**config.mk**
```make
export PLATFORM = sky130hd
export DESIGN_NAME = swd_top
export DESIGN_NICKNAME = d
export VERILOG_FILES = /design/src/shared/swd_pkg.sv /design/src/hw/swd_top.sv /design/src/hw/swd_edge_det.sv
export VERILOG_INCLUDE_DIRS = /design/src /design/src/shared
export SDC_FILE = /design/constraint.sdc
export NUM_CORES = 1
export LEC_CHECK = 0
export BUFFER_PORTS_ARGS = -buffer_cell sky130_fd_sc_hd__buf_2
export CAP_MARGIN = 20
export CORE_MARGIN = 2
export CORE_UTILIZATION = 53
export DETAILED_ROUTE_END_ITERATION = 12
export GPL_TIMING_DRIVEN = 0
export PLACE_DENSITY = 0.8
export SYNTH_ARGS = -nofsm -noshare
export SYNTH_HDL_FRONTEND = slang
export SYNTH_SLANG_ARGS = --single-unit
```
**constraint.sdc**
```tcl
create_clock -name mclk -period 2.9 [get_ports mclk]
set_input_delay 0.435 -clock mclk [delete_from_list [all_inputs] [get_ports mclk]]
set_output_delay 0.435 -clock mclk [all_outputs]
set_load 0.005 [all_outputs]
```
**src/shared/swd_consts.svh**
```systemverilog
`ifndef SWD_CONSTS_SVH
`define SWD_CONSTS_SVH

// ----------------------------------------
// register offsets (byte addresses)
// ----------------------------------------
`define SWD_OFF_MODE   8'h00
`define SWD_OFF_CLR    8'h04
`define SWD_OFF_MASK   8'h08

// ----------------------------------------
// per-channel field layout, one byte each
// ----------------------------------------
`define SWD_CH_W       8
`define SWD_MODE_LSB   4
`define SWD_STAT_LSB   2
`define SWD_EN_BIT     0
`define SWD_RSV_MASK   32'h82828282

// ----------------------------------------
// reset values and status codes
// ----------------------------------------
`define SWD_MODE_RST   3'h2
`define SWD_ST_NONE    2'h0
`define SWD_ST_RISE    2'h1
`define SWD_ST_FALL    2'h2
`define SWD_ST_BOTH    2'h3

`endif

```
**src/shared/swd_pkg.sv**
```systemverilog
package swd_pkg;

  // detection mode encodings, 101..111 are not to be written
  typedef enum logic [2:0] {
    SWD_LOW  = 3'h0,
    SWD_HIGH = 3'h1,
    SWD_FALL = 3'h2,
    SWD_RISE = 3'h3,
    SWD_BOTH = 3'h4
  } swd_mode_t;

  // one channel's byte of the mode control register
  typedef struct packed {
    logic       rsv_hi;
    logic [2:0] detect_mode_sel;
    logic [1:0] detected_edge_stat;
    logic       rsv_lo;
    logic       wake_chan_en;
  } swd_chan_t;

endpackage

```
**src/hw/swd_top.sv**
```systemverilog
`timescale 1ns/100ps
`include "swd_consts.svh"

// Contract
// - decode 000..100 as low/high/fall/rise/both
// - edge status: 01 rise, 10 fall, 11 both
// - edge status meaningful only in both mode
// - clearing a request also clears edge status
// - one enable bit per channel, 1 enables
module swd_top #(
  parameter int NCH = 4
) (
  // clock, reset, enable
  input  wire logic            mclk,
  input  wire logic            rst_n,
  input  wire logic            ce,
  // register bus
  input  wire logic            psel,
  input  wire logic            penable,
  input  wire logic            pwrite,
  input  wire logic [7:0]      paddr,
  input  wire logic [31:0]     pwdata,
  output logic      [31:0]     prdata,
  output logic                 pready,
  output logic                 pslverr,
  // external wake pins, one per channel, channels 0..NCH-1
  input  wire logic [NCH-1:0]  wake_pin,
  // wake and interrupt outputs
  output logic                 wake_req,
  output logic                 irq
);

  // ----------------------------------------
  // reset release
  // ----------------------------------------
  logic rst_m;
  logic rst_q;

  // asynchronous assert, two-flop release
  always_ff @(posedge mclk or negedge rst_n) begin
    if (!rst_n) begin
      rst_m <= 1'b0;
      rst_q <= 1'b0;
    end else begin
      rst_m <= 1'b1;
      rst_q <= rst_m;
    end
  end

  // ----------------------------------------
  // state
  // ----------------------------------------
  logic [NCH-1:0][2:0] mode_q;
  logic [NCH-1:0][1:0] stat_q;
  logic [NCH-1:0]      en_q;
  logic [NCH-1:0]      pend_q;
  logic [NCH-1:0]      mask_q;
  logic [NCH-1:0]      hit;
  logic [NCH-1:0]      rise;
  logic [NCH-1:0]      fall;
  logic [NCH-1:0]      clr;
  logic                acc;
  logic                setup;
  logic                wr;
  logic                mapped;

  // ----------------------------------------
  // helpers
  // ----------------------------------------
  // byte lane of channel k within a register word
  function automatic logic [7:0] swd_lane(input logic [31:0] w, input int k);
    swd_lane = w[k*`SWD_CH_W +: `SWD_CH_W];
  endfunction

  // mode field of channel k; a call result cannot be sliced directly
  function automatic logic [2:0] swd_mode_of(input logic [31:0] w, input int k);
    logic [7:0] lane;
    lane        = swd_lane(w, k);
    swd_mode_of = lane[`SWD_MODE_LSB +: 3];
  endfunction

  // enable bit of channel k
  function automatic logic swd_en_of(input logic [31:0] w, input int k);
    logic [7:0] lane;
    lane      = swd_lane(w, k);
    swd_en_of = lane[`SWD_EN_BIT];
  endfunction

  // address decode, used for writes and for the error answer
  function automatic logic swd_hit_addr(input logic [7:0] a);
    swd_hit_addr = (a == `SWD_OFF_MODE) || (a == `SWD_OFF_CLR) || (a == `SWD_OFF_MASK);
  endfunction

  // ----------------------------------------
  // bus phases
  // ----------------------------------------
  assign setup  = psel & ~penable;
  assign acc    = psel & penable;
  assign wr     = acc & pwrite & ce & swd_hit_addr(paddr);
  assign mapped = swd_hit_addr(paddr);

  // zero wait states; the error flag marks unmapped addresses
  assign pready  = 1'b1;
  assign pslverr = acc & ~mapped;

  // ----------------------------------------
  // per-channel detectors
  // ----------------------------------------
  for (genvar k = 0; k < NCH; k++) begin : g_ch
    swd_edge_det u_det (
      .mclk (mclk),
      .rst_n(rst_q),
      .ce   (ce),
      .pin  (wake_pin[k]),
      .mode (mode_q[k]),
      .en   (en_q[k]),
      .hit  (hit[k]),
      .rise (rise[k]),
      .fall (fall[k])
    );
  end

  // ----------------------------------------
  // mode and enable fields
  // ----------------------------------------
  // a prohibited mode is stored as written; the detector ignores it
  always_ff @(posedge mclk or negedge rst_q) begin
    if (!rst_q) begin
      for (int k = 0; k < NCH; k++) begin
        mode_q[k] <= `SWD_MODE_RST;
        en_q[k]   <= 1'b0;
      end
    end else if (wr && paddr == `SWD_OFF_MODE) begin
      for (int k = 0; k < NCH; k++) begin
        mode_q[k] <= swd_mode_of(pwdata, k);
        en_q[k]   <= swd_en_of(pwdata, k);
      end
    end
  end

  // ----------------------------------------
  // interrupt mask
  // ----------------------------------------
  always_ff @(posedge mclk or negedge rst_q) begin
    if (!rst_q) begin
      mask_q <= '0;
    end else if (wr && paddr == `SWD_OFF_MASK) begin
      mask_q <= pwdata[NCH-1:0];
    end
  end

  // ----------------------------------------
  // pending requests and edge status
  // ----------------------------------------
  // write one to the clear register drops the matching channel
  assign clr = (wr && paddr == `SWD_OFF_CLR) ? pwdata[NCH-1:0] : '0;

  // a new request in the clearing cycle survives the clear
  always_ff @(posedge mclk or negedge rst_q) begin
    if (!rst_q) begin
      pend_q <= '0;
    end else if (ce) begin
      pend_q <= (pend_q & ~clr) | hit;
    end
  end

  // edges accumulate, so rise then fall reads as both
  always_ff @(posedge mclk or negedge rst_q) begin
    if (!rst_q) begin
      stat_q <= '0;
    end else if (ce) begin
      for (int k = 0; k < NCH; k++) begin
        if (mode_q[k] == swd_pkg::SWD_BOTH && en_q[k]) begin
          stat_q[k] <= (clr[k] ? `SWD_ST_NONE : stat_q[k])
                       | {fall[k], rise[k]};
        end else if (clr[k]) begin
          stat_q[k] <= `SWD_ST_NONE;
        end
      end
    end
  end

  // ----------------------------------------
  // outputs
  // ----------------------------------------
  assign wake_req = |pend_q;
  assign irq      = |(pend_q & mask_q);

  // ----------------------------------------
  // read data, loaded in the setup cycle
  // ----------------------------------------
  // reserved bits of every lane read as zero
  always_ff @(posedge mclk or negedge rst_q) begin
    if (!rst_q) begin
      prdata <= '0;
    end else if (ce && setup && !pwrite) begin
      prdata <= '0;
      case (paddr)
        `SWD_OFF_MODE: begin
          for (int k = 0; k < NCH; k++) begin
            prdata[k*`SWD_CH_W +: `SWD_CH_W] <= swd_pkg::swd_chan_t'{
              rsv_hi:             1'b0,
              detect_mode_sel:    mode_q[k],
              detected_edge_stat: stat_q[k],
              rsv_lo:             1'b0,
              wake_chan_en:       en_q[k]};
          end
        end
        `SWD_OFF_CLR: begin
          prdata[NCH-1:0] <= pend_q;
        end
        `SWD_OFF_MASK: begin
          prdata[NCH-1:0] <= mask_q;
        end
        default: begin
          prdata <= '0;
        end
      endcase
    end
  end

  // ----------------------------------------
  // checks
  // ----------------------------------------
  property p_reset_vals;
    @(posedge mclk) disable iff (!rst_n)
      $rose(rst_q) |-> (en_q == '0) && (stat_q == '0) && (mode_q[0] == 3'h2)
        && (mode_q[NCH-1] == 3'h2);
  endproperty
  a_reset_vals: assert property (p_reset_vals) else $error("reset values wrong");

  property p_mode_wr;
    @(posedge mclk) disable iff (!rst_q)
      (wr && paddr == 8'h00) |=> (mode_q[0] == $past(pwdata[6:4]))
        && (mode_q[1] == $past(pwdata[14:12]));
  endproperty
  a_mode_wr: assert property (p_mode_wr) else $error("mode field not written");

  property p_en_wr;
    @(posedge mclk) disable iff (!rst_q)
      (wr && paddr == 8'h00) |=> (en_q[0] == $past(pwdata[0]))
        && (en_q[1] == $past(pwdata[8]));
  endproperty
  a_en_wr: assert property (p_en_wr) else $error("enable bit not written");

  property p_dis_quiet;
    @(posedge mclk) disable iff (!rst_q)
      (!en_q[0] && !clr[0] && !pend_q[0]) |=> !pend_q[0];
  endproperty
  a_dis_quiet: assert property (p_dis_quiet) else $error("disabled channel raised request");

  property p_stat_rise;
    @(posedge mclk) disable iff (!rst_q)
      (ce && rise[0] && en_q[0] && mode_q[0] == 3'h4) |=> stat_q[0][0];
  endproperty
  a_stat_rise: assert property (p_stat_rise) else $error("rise not recorded");

  property p_stat_fall;
    @(posedge mclk) disable iff (!rst_q)
      (ce && fall[0] && en_q[0] && mode_q[0] == 3'h4) |=> stat_q[0][1] && pend_q[0];
  endproperty
  a_stat_fall: assert property (p_stat_fall) else $error("fall not recorded");

  property p_stat_other;
    @(posedge mclk) disable iff (!rst_q)
      (mode_q[0] != 3'h4 && stat_q[0] == 2'h0) |=> stat_q[0] == 2'h0;
  endproperty
  a_stat_other: assert property (p_stat_other) else $error("status set outside both mode");

  property p_clr_stat;
    @(posedge mclk) disable iff (!rst_q)
      (clr[0] && !rise[0] && !fall[0] && !hit[0]) |=> stat_q[0] == 2'h0 && !pend_q[0];
  endproperty
  a_clr_stat: assert property (p_clr_stat) else $error("clear left status set");

  property p_rsv_zero;
    @(posedge mclk) disable iff (!rst_q)
      (ce && setup && !pwrite && paddr == 8'h00) |=> (prdata & 32'h82828282) == 32'h0;
  endproperty
  a_rsv_zero: assert property (p_rsv_zero) else $error("reserved bits read nonzero");

  property p_irq;
    @(posedge mclk) disable iff (!rst_q)
      (ce && hit[0] && mask_q[0] && !(wr && paddr == 8'h08)) |=> irq && wake_req;
  endproperty
  a_irq: assert property (p_irq) else $error("unmasked request gave no interrupt");

endmodule

```
**src/hw/swd_edge_det.sv**
```systemverilog
`timescale 1ns/100ps
`include "swd_consts.svh"

module swd_edge_det (
  // clock, reset, enable
  input  wire logic       mclk,
  input  wire logic       rst_n,
  input  wire logic       ce,
  // pin and channel setup
  input  wire logic       pin,
  input  wire logic [2:0] mode,
  input  wire logic       en,
  // detection results
  output logic            hit,
  output logic            rise,
  output logic            fall
);

  // ----------------------------------------
  // pin synchroniser and agreement filter
  // ----------------------------------------
  logic s1;
  logic s2;
  logic s3;
  logic filt;
  logic agree;

  // three flops; only s2 reads s1
  always_ff @(posedge mclk or negedge rst_n) begin
    if (!rst_n) begin
      s1 <= 1'b1;
      s2 <= 1'b1;
      s3 <= 1'b1;
    end else if (ce) begin
      s1 <= pin;
      s2 <= s1;
      s3 <= s2;
    end
  end

  assign agree = (s2 == s3);

  // accepted level moves only when the last two stages agree
  always_ff @(posedge mclk or negedge rst_n) begin
    if (!rst_n) begin
      filt <= 1'b1;
    end else if (ce && agree) begin
      filt <= s3;
    end
  end

  // ----------------------------------------
  // edge and level decode
  // ----------------------------------------
  assign rise = ce & agree & s3 & ~filt;
  assign fall = ce & agree & ~s3 & filt;

  // prohibited encodings detect nothing
  always_comb begin
    case (mode)
      swd_pkg::SWD_LOW:  hit = ~filt;
      swd_pkg::SWD_HIGH: hit = filt;
      swd_pkg::SWD_FALL: hit = fall;
      swd_pkg::SWD_RISE: hit = rise;
      swd_pkg::SWD_BOTH: hit = rise | fall;
      default:           hit = 1'b0;
    endcase
    hit = hit & en & ce;
  end

  // ----------------------------------------
  // checks
  // ----------------------------------------
  property p_filt_agree;
    @(posedge mclk) disable iff (!rst_n)
      $changed(filt) |-> $past(agree) && $past(ce);
  endproperty
  a_filt_agree: assert property (p_filt_agree) else $error("level moved without agreement");

  property p_both_hit;
    @(posedge mclk) disable iff (!rst_n)
      (mode == swd_pkg::SWD_BOTH && en && (rise || fall)) |-> hit;
  endproperty
  a_both_hit: assert property (p_both_hit) else $error("both-edge mode missed an edge");

endmodule

```
### After elaboration in Yosys (flattened, before gate mapping)

Cells that the tools add are included.
Widths: inputs -> output; s select.

* memories: 0
* bits in latches: 0
* output and inout port bits: 36
* ROM bits: 0
* RAM bits: 0
* word-level logic and storage cells: 146
* bits of input ports: 50
* bits in registers: 82

* multiply operators: 0
* bitwise gates (word level): 56
* reduce and logical (&&, ||, !) cells: 23
* equality and inequality tests: 22
* shift operators: 0
* div/mod/pow operators: 0
* $lt $le $gt $ge: 0
* multiplexer cells: 15
* add/sub/neg operators: 0

Operator list (count)
* $and 1x1->1: 34
* $mux 27: 1
* $eq 3x2->1 const B: 8
* $pmux 1 s5: 4
* $mux 2: 8
* $logic_and 1x1->1: 13
* $eq 3x1->1 const B: 4
* $eq 3x3->1 const B: 4
* $logic_not 3->1: 4
* $pmux 4 s3: 1
* $not 1->1: 10
* $and 4x4->4: 2
* $eq 8x3->1 const B: 1
* $eq 8x4->1 const B: 1
* $logic_not 8->1: 1
* $or 2x2->2: 4
* $reduce_or 4->1: 2
* $eq 1x1->1: 4
* $mux 4: 1
* $not 4->4: 1
* $or 1x1->1: 4
* $or 4x4->4: 1
* $logic_or 1x1->1: 2
* $logic_not 1->1: 1

### Longest topological paths before layout

Gate-level depths: netlist of run 1.

* depth after elaboration: 9
* depth in mapped cells: 6
* depth with buffers taken out: 4

### By module

Synthesis of run 1 repeated with hierarchy kept, for this count alone.

* cells, all modules: 337
* area total of the unflattened synthesis: 3687.3 um^2

By module, submodules not included
* swd_top: sequential area each 1481.4 um^2, times used 1, cells each 245, area each 2661.3 um^2
* swd_edge_det: sequential area each 105.1 um^2, times used 4, cells each 23, area each 256.5 um^2

### Worst setup path after synthesis of run 1

No wires, ideal clock.

* path type: input-to-reg
* start point: input port paddr[5]
* end point: register en_q[1]
* data required time: 2775 ps
* slack: 1058 ps
* arrival: 1717 ps
* path buffers: 2
* setup time: 125 ps
* stages on the path: 6
* cell sequence: nor2_1 > nand3_2 > or4_4 > buf_6 > buf_12 > mux2_4

* longest elaborated chain between the ends: 5
* elaborated cells between the ends (all ways): 7
* classes of those cells: 2 x eq/ne; 1 x bitwise; 4 x reduce/logical

Ends and longest elaborated chain
* start: declaration: RTL line swd_top.sv:21 `input wire logic [7:0] paddr,`
* $eq 8x3->1 / $logic_not 8->1 (equally long branches)
* $logic_or 1x1->1 (2 in a row): RTL line swd_top.sv:91 `` swd_hit_addr = (a == `SWD_OFF_MODE) || (a == `SWD_OFF_CLR) || (a == `SWD_OFF_MASK); ``
* $and 1x1->1: RTL line swd_top.sv:99 `assign wr = acc & pwrite & ce & swd_hit_addr(paddr);`
* $logic_and 1x1->1 (no line) (*)
* end signal: indexed assignment: RTL line swd_top.sv:136 `en_q[k] <= swd_en_of(pwdata, k);`
* end: declaration: RTL line swd_top.sv:55 `logic [NCH-1:0] en_q;`

Mark *: on every way between the ends. The rest lies on a longest branch, timed or not.
A chain may end at the register's enable or synchronous reset.

### Worst setup path in the final report of run 1

* start point: input port pwrite
* end point: register prdata[11]

* longest elaborated chain between the ends: 2

Ends and longest elaborated chain
* start: declaration: RTL line swd_top.sv:20 `input wire logic pwrite,`
* $logic_not 1->1: RTL line swd_top.sv:196 `end else if (ce && setup && !pwrite) begin`
* $logic_and 1x1->1: RTL line swd_top.sv:196
* end signal: indexed assignment: RTL line swd_top.sv:201 `` prdata[k*`SWD_CH_W +: `SWD_CH_W] <= swd_pkg::swd_chan_t'{ ``
* end signal: indexed assignment: RTL line swd_top.sv:210 `prdata[NCH-1:0] <= pend_q;`
* end signal: indexed assignment: RTL line swd_top.sv:213 `prdata[NCH-1:0] <= mask_q;`
* end: declaration: RTL line swd_top.sv:23 `output logic [31:0] prdata,`

No other way between the ends.

==> impl_metrics.env, run 1 <==
export IMPL_die_area_sq_mm=0.00695
export IMPL_syn_area_per_cell_sq_um=12.9
export IMPL_finalSetupViolations=0
export IMPL_end_kind="register"
export IMPL_ys_async_sr_fraction_pct=100
export IMPL_detailed_place_area_sq_mm=0.00377
export IMPL_synth_top_area_cell="dfrtp_1"
export IMPL_synth_compound_area_share_pct=13.4
export IMPL_fin_setup_tns_ns=0
export IMPL_synth_top_family_by_area="multiplexers"
export IMPL_cts_tree="built"
export IMPL_power_density_mw_per_mm2=595
export IMPL_final_nets=389
export IMPL_stdcell_area_sq_mm=0.00403
export IMPL_synth_seq_area_share_pct=57.0
export IMPL_cts_clk_slew_worst_paths_ns=0.08
export IMPL_synthFlopType="dfrtp_1"
export IMPL_ys_ff_latch=75
export IMPL_fmax_mhz=465
export IMPL_wirelength_microns=6690
export IMPL_clock_sinks=75
export IMPL_clock_skew_ns=0.0119
export IMPL_antenna_found_initial=0
export IMPL_maxSlewViolCount=0
export IMPL_crit_buf_inv=2
export IMPL_synth_edf_count=0
export IMPL_max_slew_margin_pct=37.1
export IMPL_synth_cells=259
export IMPL_worstPathCellList="buf_2 -> nor2_1 -> nand3_1 -> nor4_1 -> clkbuf_1 -> a22o_1"
export IMPL_dpl_worst_slack_ns=0.386
export IMPL_grt_pass1_vias=2298
export IMPL_die_h_microns=83.4
export IMPL_critPathMaxStageDelay_ns=0.69
export IMPL_grt_max_degree=74
export IMPL_post_drt_wl_per_cell_microns=16.0
export IMPL_fin_crit_sh_pct=74.1
export IMPL_antenna_left=0
export IMPL_vias_per_cell=5.56
export IMPL_antenna_cells=0
export IMPL_synthTopCellsByArea="dfrtp_1 (41%), dfstp_2 (16%), mux2_2 (8.8%), a22o_1 (5.5%), mux2_4 (4.5%)"
export IMPL_start_util_pct=55.7
export IMPL_ys_warn_count=0
export IMPL_core_area_sq_mm=0.00599
export IMPL_fin_cells=419
export IMPL_status="finished clean"
export IMPL_synthMuxAreaShare_pct=14.2
export IMPL_grt_pass1_wl_microns=11200
export IMPL_cp_slowest_cell="nor4_1"
export IMPL_tightest_slew_ns=0.930
export IMPL_drive_gt1_share_pct=45.3
export IMPL_die_width_microns=83.4
export IMPL_p_leak_nw=1.97
export IMPL_synthTopCellsByCount="dfrtp_1 (55), mux2_2 (26), a22o_1 (21), dfstp_2 (20), a21oi_1 (17)"
export IMPL_setup_ws_ns=0.750
export IMPL_worstPathArrival_ns=2.44
export IMPL_synth_cell_types=38
export IMPL_hold_slack_ns=0.307
export IMPL_cts_htree_levels=3
export IMPL_grt_remaining_overflow=0
export IMPL_path_class="input pin to register"
export IMPL_cts_resized=0
export IMPL_synth_top_area_share_pct=41.2
export IMPL_first_pass_iters=4
export IMPL_hold_violations=0
export IMPL_row_count=28
export IMPL_min_period_ns=2.15
export IMPL_path_max_fanout=10
export IMPL_synthXorXnorAreaFrac_pct=1.05
export IMPL_rrSetupSlack_ns=0.99
export IMPL_dp_cells=402
export IMPL_io_pins=86
export IMPL_peakVddDrop_uv=474
export IMPL_numCtsBuffers=9
export IMPL_drt_initial_drc_count=122
export IMPL_drv_cap=0
export IMPL_crit_family="simple AND/OR/NAND/NOR gates"
export IMPL_start_kind="input pin"
export IMPL_grt_use_total_pct=20.5
export IMPL_dp_hpwl_microns=4740
export IMPL_drc=0
export IMPL_worstPathRequired_ns=3.19
export IMPL_worstSkewPairLatency_ns=0.36
export IMPL_root_buffer="clkbuf_8"
export IMPL_synth_cell_area_sq_mm=0.00334
export IMPL_yosys_area_share_simple_pct=10.3
export IMPL_portBuffers=61
export IMPL_synth_most_common_cell="dfrtp_1"
export IMPL_holdCritPathClass="input pin to register"
export IMPL_place_congestion=0.848
export IMPL_rsz0062_at_grt="no"
export IMPL_clk_path_buf_depth=2
export IMPL_synth_fa_ha_area_share_pct=0
export IMPL_area_growth_syn_to_layout_pct=20.7
export IMPL_vias=2330
## through the flow
step	util, %	total power, mW
global placement	62.8	1.40
global route	67.3	2.50
detailed placement	62.9	1.41
CTS	67.3	2.41
finish	67.3	2.40
floorplan	-	1.34
## worst reg2reg max path, cell delays in order (launching register included)
cell	delay, ns
dfstp_2	0.56
or3b_1	0.40
mux2_2	0.28
a2111oi_0	0.45
a211o_1	0.16
## sequential cells by signal, summed over array words and instances, names as in the netlist, 4 cells and up
| name | flops |
|---|---|
| prdata | 25 |
| mode_q | 12 |
| stat_q | 8 |
| en_q | 4 |
| g_ch.u_det.filt | 4 |
| g_ch.u_det.s1 | 4 |
| g_ch.u_det.s2 | 4 |
| g_ch.u_det.s3 | 4 |
| mask_q | 4 |
| pend_q | 4 |
## layout by cell type (no fill, tap or decap), types with 8 or more instances in the layout
master	n
o2bb2ai_1	8
dfrtp_1	54
mux2_4	10
dfstp_2	20
clkbuf_8	11
nand2_1	13
a21oi_1	17
mux2_2	26
a22o_1	21
conb_1	9
nor2_1	14
buf_4	9
buf_2	63
## logic make-up (layout without fill, tap and decap cells)
family / after synthesis / count (layout)
AO/OA/AOI/OAI: 60 / 60
XOR/XNOR: 4 / 4
buffers and inverters: 19 / 97
flip-flops: 75 / 75
multiplexers: 39 / 39
other: 2 / 9
AND/OR/NAND/NOR: 60 / 60
## path summary, 6_finish.rpt
| kind | start | to | cells past startpoint |
|---|---|---|---|
| setup / recovery | pwrite | prdata[11] | 6 |
| hold / removal | pwdata[5] | mode_q[1] | 2 |
| setup reg to reg | g_ch[3].u_det.filt | pend_q[3] | 4 |
| hold reg to reg | rst_m | rst_q | 0 |
| max in group asynchronous | rst_q | prdata[16] | 0 |
| min in group asynchronous | rst_n | rst_q | 2 |
## power by group
group	total, mW	internal, mW	switching, mW	leakage [nW]
clock network	1.00	0.619	0.385	0.123
logic	0.195	0.111	0.0831	0.876
registers	1.20	1.13	0.0725	0.971
## layer usage
layer | vias up | GRT usage (%) | wire (microns)
met5 | - | 0 | 0
met4 | 0 | 4.92 | 67
li1 | 1100 | - | -
met3 | 9 | 7.26 | 383
met1 | 1163 | 28.0 | 3040
met2 | 58 | 31.6 | 3200
## what timing repair did
item | 4_1_cts | 5_1_grt
hold buffers | 1 | 0
buffers inserted | 0 | 0
endpoints found under the hold margin | 2 | 0
## area by class of cell
type,instances,area [sq um]
buffer,19,131
multi-input combinational,172,1330
clock buffer,12,155
fill,454,1960
clock inverter,4,97.6
timing repair buffer,62,315
sequential,75,1910
tap,75,93.8
Note: power is estimated with default switching activity, not from simulation.
==> run 2: changes to the inputs <==
==> constraint.sdc (replaced) <==
create_clock -name mclk -period 2.2 [get_ports mclk]
set_input_delay 0.33 -clock mclk [delete_from_list [all_inputs] [get_ports mclk]]
set_output_delay 0.33 -clock mclk [all_outputs]
set_load 0.005 [all_outputs]
==> run 2 against run 1 <==
  * Largest cell class unchanged
  * Largest power group unchanged
  * Worst setup slack got worse by 0.51 ns
  * Sequential cell count did not move
  * Total power rose by 25%
  * Global-route usage rose by 0.089 points
  * Combinational power rose by 32%
  * Routed wire length rose by 1.6%
  * Critical endpoint is now pend_q[0]
==> impl_metrics.env, run 2 (synthesis results as in run 1) <==
export IMPL_grt_max_degree=74
export IMPL_cts_clk_slew_worst_paths_ns=0.07
export IMPL_start_kind="register"
export IMPL_final_common_cell="buf_2"
export IMPL_wirelength_microns=6800
export IMPL_antenna_found_initial=0
export IMPL_drive_gt1_share_pct=45.3
export IMPL_drt_initial_drc_count=121
export IMPL_worstPathArrival_ns=2.25
export IMPL_vias=2330
export IMPL_setup_ws_ns=0.237
export IMPL_clk_path_buf_depth=2
export IMPL_die_h_microns=83.4
export IMPL_end_kind="register"
export IMPL_dpl_worst_slack_ns=-0.161
export IMPL_power_internal_mw=2.30
export IMPL_peakVddDrop_uv=691
export IMPL_grt_pass1_wl_microns=11200
export IMPL_final_nets=389
export IMPL_critPathLaunch="g_ch[0].u_det.filt"
export IMPL_hold_end="en_q[1]"
export IMPL_min_period_ns=1.96
export IMPL_path_max_fanout=5
export IMPL_worst_r2r_cell_count=4
export IMPL_largest_reg_flops=25
export IMPL_rsz0062_at_grt="no"
export IMPL_io_pins=86
export IMPL_area_growth_syn_to_layout_pct=19.9
export IMPL_p_sw_share_pct=23.0
export IMPL_worstPathRequired_ns=2.49
export IMPL_hold_depth=2
export IMPL_post_drt_wl_per_cell_microns=16.2
export IMPL_stdcell_area_sq_mm=0.00400
export IMPL_drc=0
export IMPL_r2r_start="g_ch[0].u_det.filt"
export IMPL_power_frac_seq_pct=52.8
export IMPL_grt_use_total_pct=20.6
export IMPL_rrSetupSlack_ns=0.24
export IMPL_die_width_microns=83.4
export IMPL_r2r_end="pend_q[0]"
export IMPL_largest_register="prdata"
export IMPL_first_pass_iters=6
export IMPL_hold_start="pwdata[8]"
export IMPL_power_density_mw_per_mm2=748
export IMPL_clock_skew_ns=0.00442
export IMPL_status="finished clean"
export IMPL_core_area_sq_mm=0.00599
export IMPL_tightest_slew_ns=0.969
export IMPL_vias_per_cell=5.56
export IMPL_antenna_left=0
export IMPL_hold_slack_ns=0.207
export IMPL_reg_top3="prdata x25, mode_q x12, stat_q x8"
export IMPL_clock_sinks=75
export IMPL_fin_crit_sh_pct=89.2
export IMPL_portBuffers=61
export IMPL_power_switching_uw=689
export IMPL_grt_remaining_overflow=0
export IMPL_row_count=28
export IMPL_holdCritPathClass="input pin to register"
export IMPL_grt_pass1_vias=2298
export IMPL_worstSkewPairLatency_ns=0.35
export IMPL_fin_setup_tns_ns=0
export IMPL_p_leak_nw=1.96
export IMPL_power_frac_comb_pct=8.6
export IMPL_maxSlewViolCount=0
export IMPL_drv_cap=0
export IMPL_cts_htree_levels=3
export IMPL_die_area_sq_mm=0.00695
export IMPL_final_cell_mix="buf_2 (63), dfrtp_1 (54), mux2_2 (26)"
export IMPL_hold_violations=0
export IMPL_root_buffer="clkbuf_8"
export IMPL_finalSetupViolations=0
export IMPL_numCtsBuffers=9
export IMPL_dp_hpwl_microns=4800
export IMPL_detailed_place_area_sq_mm=0.00377
export IMPL_clkPwrFrac_pct=38.5
export IMPL_n_fill_cell=464
export IMPL_cts_tree="built"
export IMPL_antenna_cells=0
export IMPL_place_congestion=0.847
export IMPL_fmax_mhz=509
export IMPL_path_class="register to register"
export IMPL_start_util_pct=55.7
export IMPL_max_slew_margin_pct=34.5
run 2: final cells by class:
cell class,count,area (sq um),share of cell area [%]
clock buffer,12,145,3.62
tap,75,93.8,2.34
multi-input combinational,172,1340,33.4
buffer,19,131,3.28
clock inverter,4,73.8,1.84
timing repair buffer,62,315,7.87
sequential,75,1910,47.6
run 2: stage by stage:
step | cells | power (mW) | utilization, %
6_report | 419 | 2.99 | 66.8
5_1_grt | 419 | 3.13 | 66.8
4_1_cts | 419 | 3.02 | 66.7
3_5_place_dp | 402 | 1.86 | 62.9
3_3_place_gp | 402 | 1.85 | 62.9
2_1_floorplan | 266 | 1.77 | -
run 2: how the worst max path moves through the flow:
stage	endpoint	slack [ns]	cells past startpoint
2_1_floorplan	pend_q[3]	0.45	4
3_3_place_gp	prdata[11]	-0.17	6
3_5_place_dp	prdata[5]	-0.16	6
4_1_cts	prdata[11]	0.14	6
5_1_grt	prdata[6]	0.17	6
6_report	pend_q[0]	0.24	4
run 2: layer usage:
metal	GRT usage [%]	vias up	routed length, microns
met5	0	-	0
met4	7.30	0	133
met3	6.66	12	362
met2	32.1	68	3200
met1	27.2	1146	3110
li1	-	1104	-
run 2: repair_timing:
item,in CTS,in global routing
resized for setup,0,1
endpoints found under the setup margin,0,10
setup buffers,0,0
hold buffers,1,0
endpoints found under the hold margin,2,0
run 2: worst max-delay path, stage by stage, from the launching register on:
cell and delay, ns:
dfstp_2 0.57, or3b_1 0.40, mux2_2 0.27, a2111oi_0 0.50, a211o_1 0.16
run 2: power by group through the flow:
stage	Sequential [mW]	Clock [mW]	Combinational, mW
detailed placement	1.61	0	0.256
finish	1.58	1.15	0.258
CTS	1.58	1.18	0.258
floorplan	1.58	0	0.189
global placement	1.60	0	0.246
global route	1.60	1.24	0.288
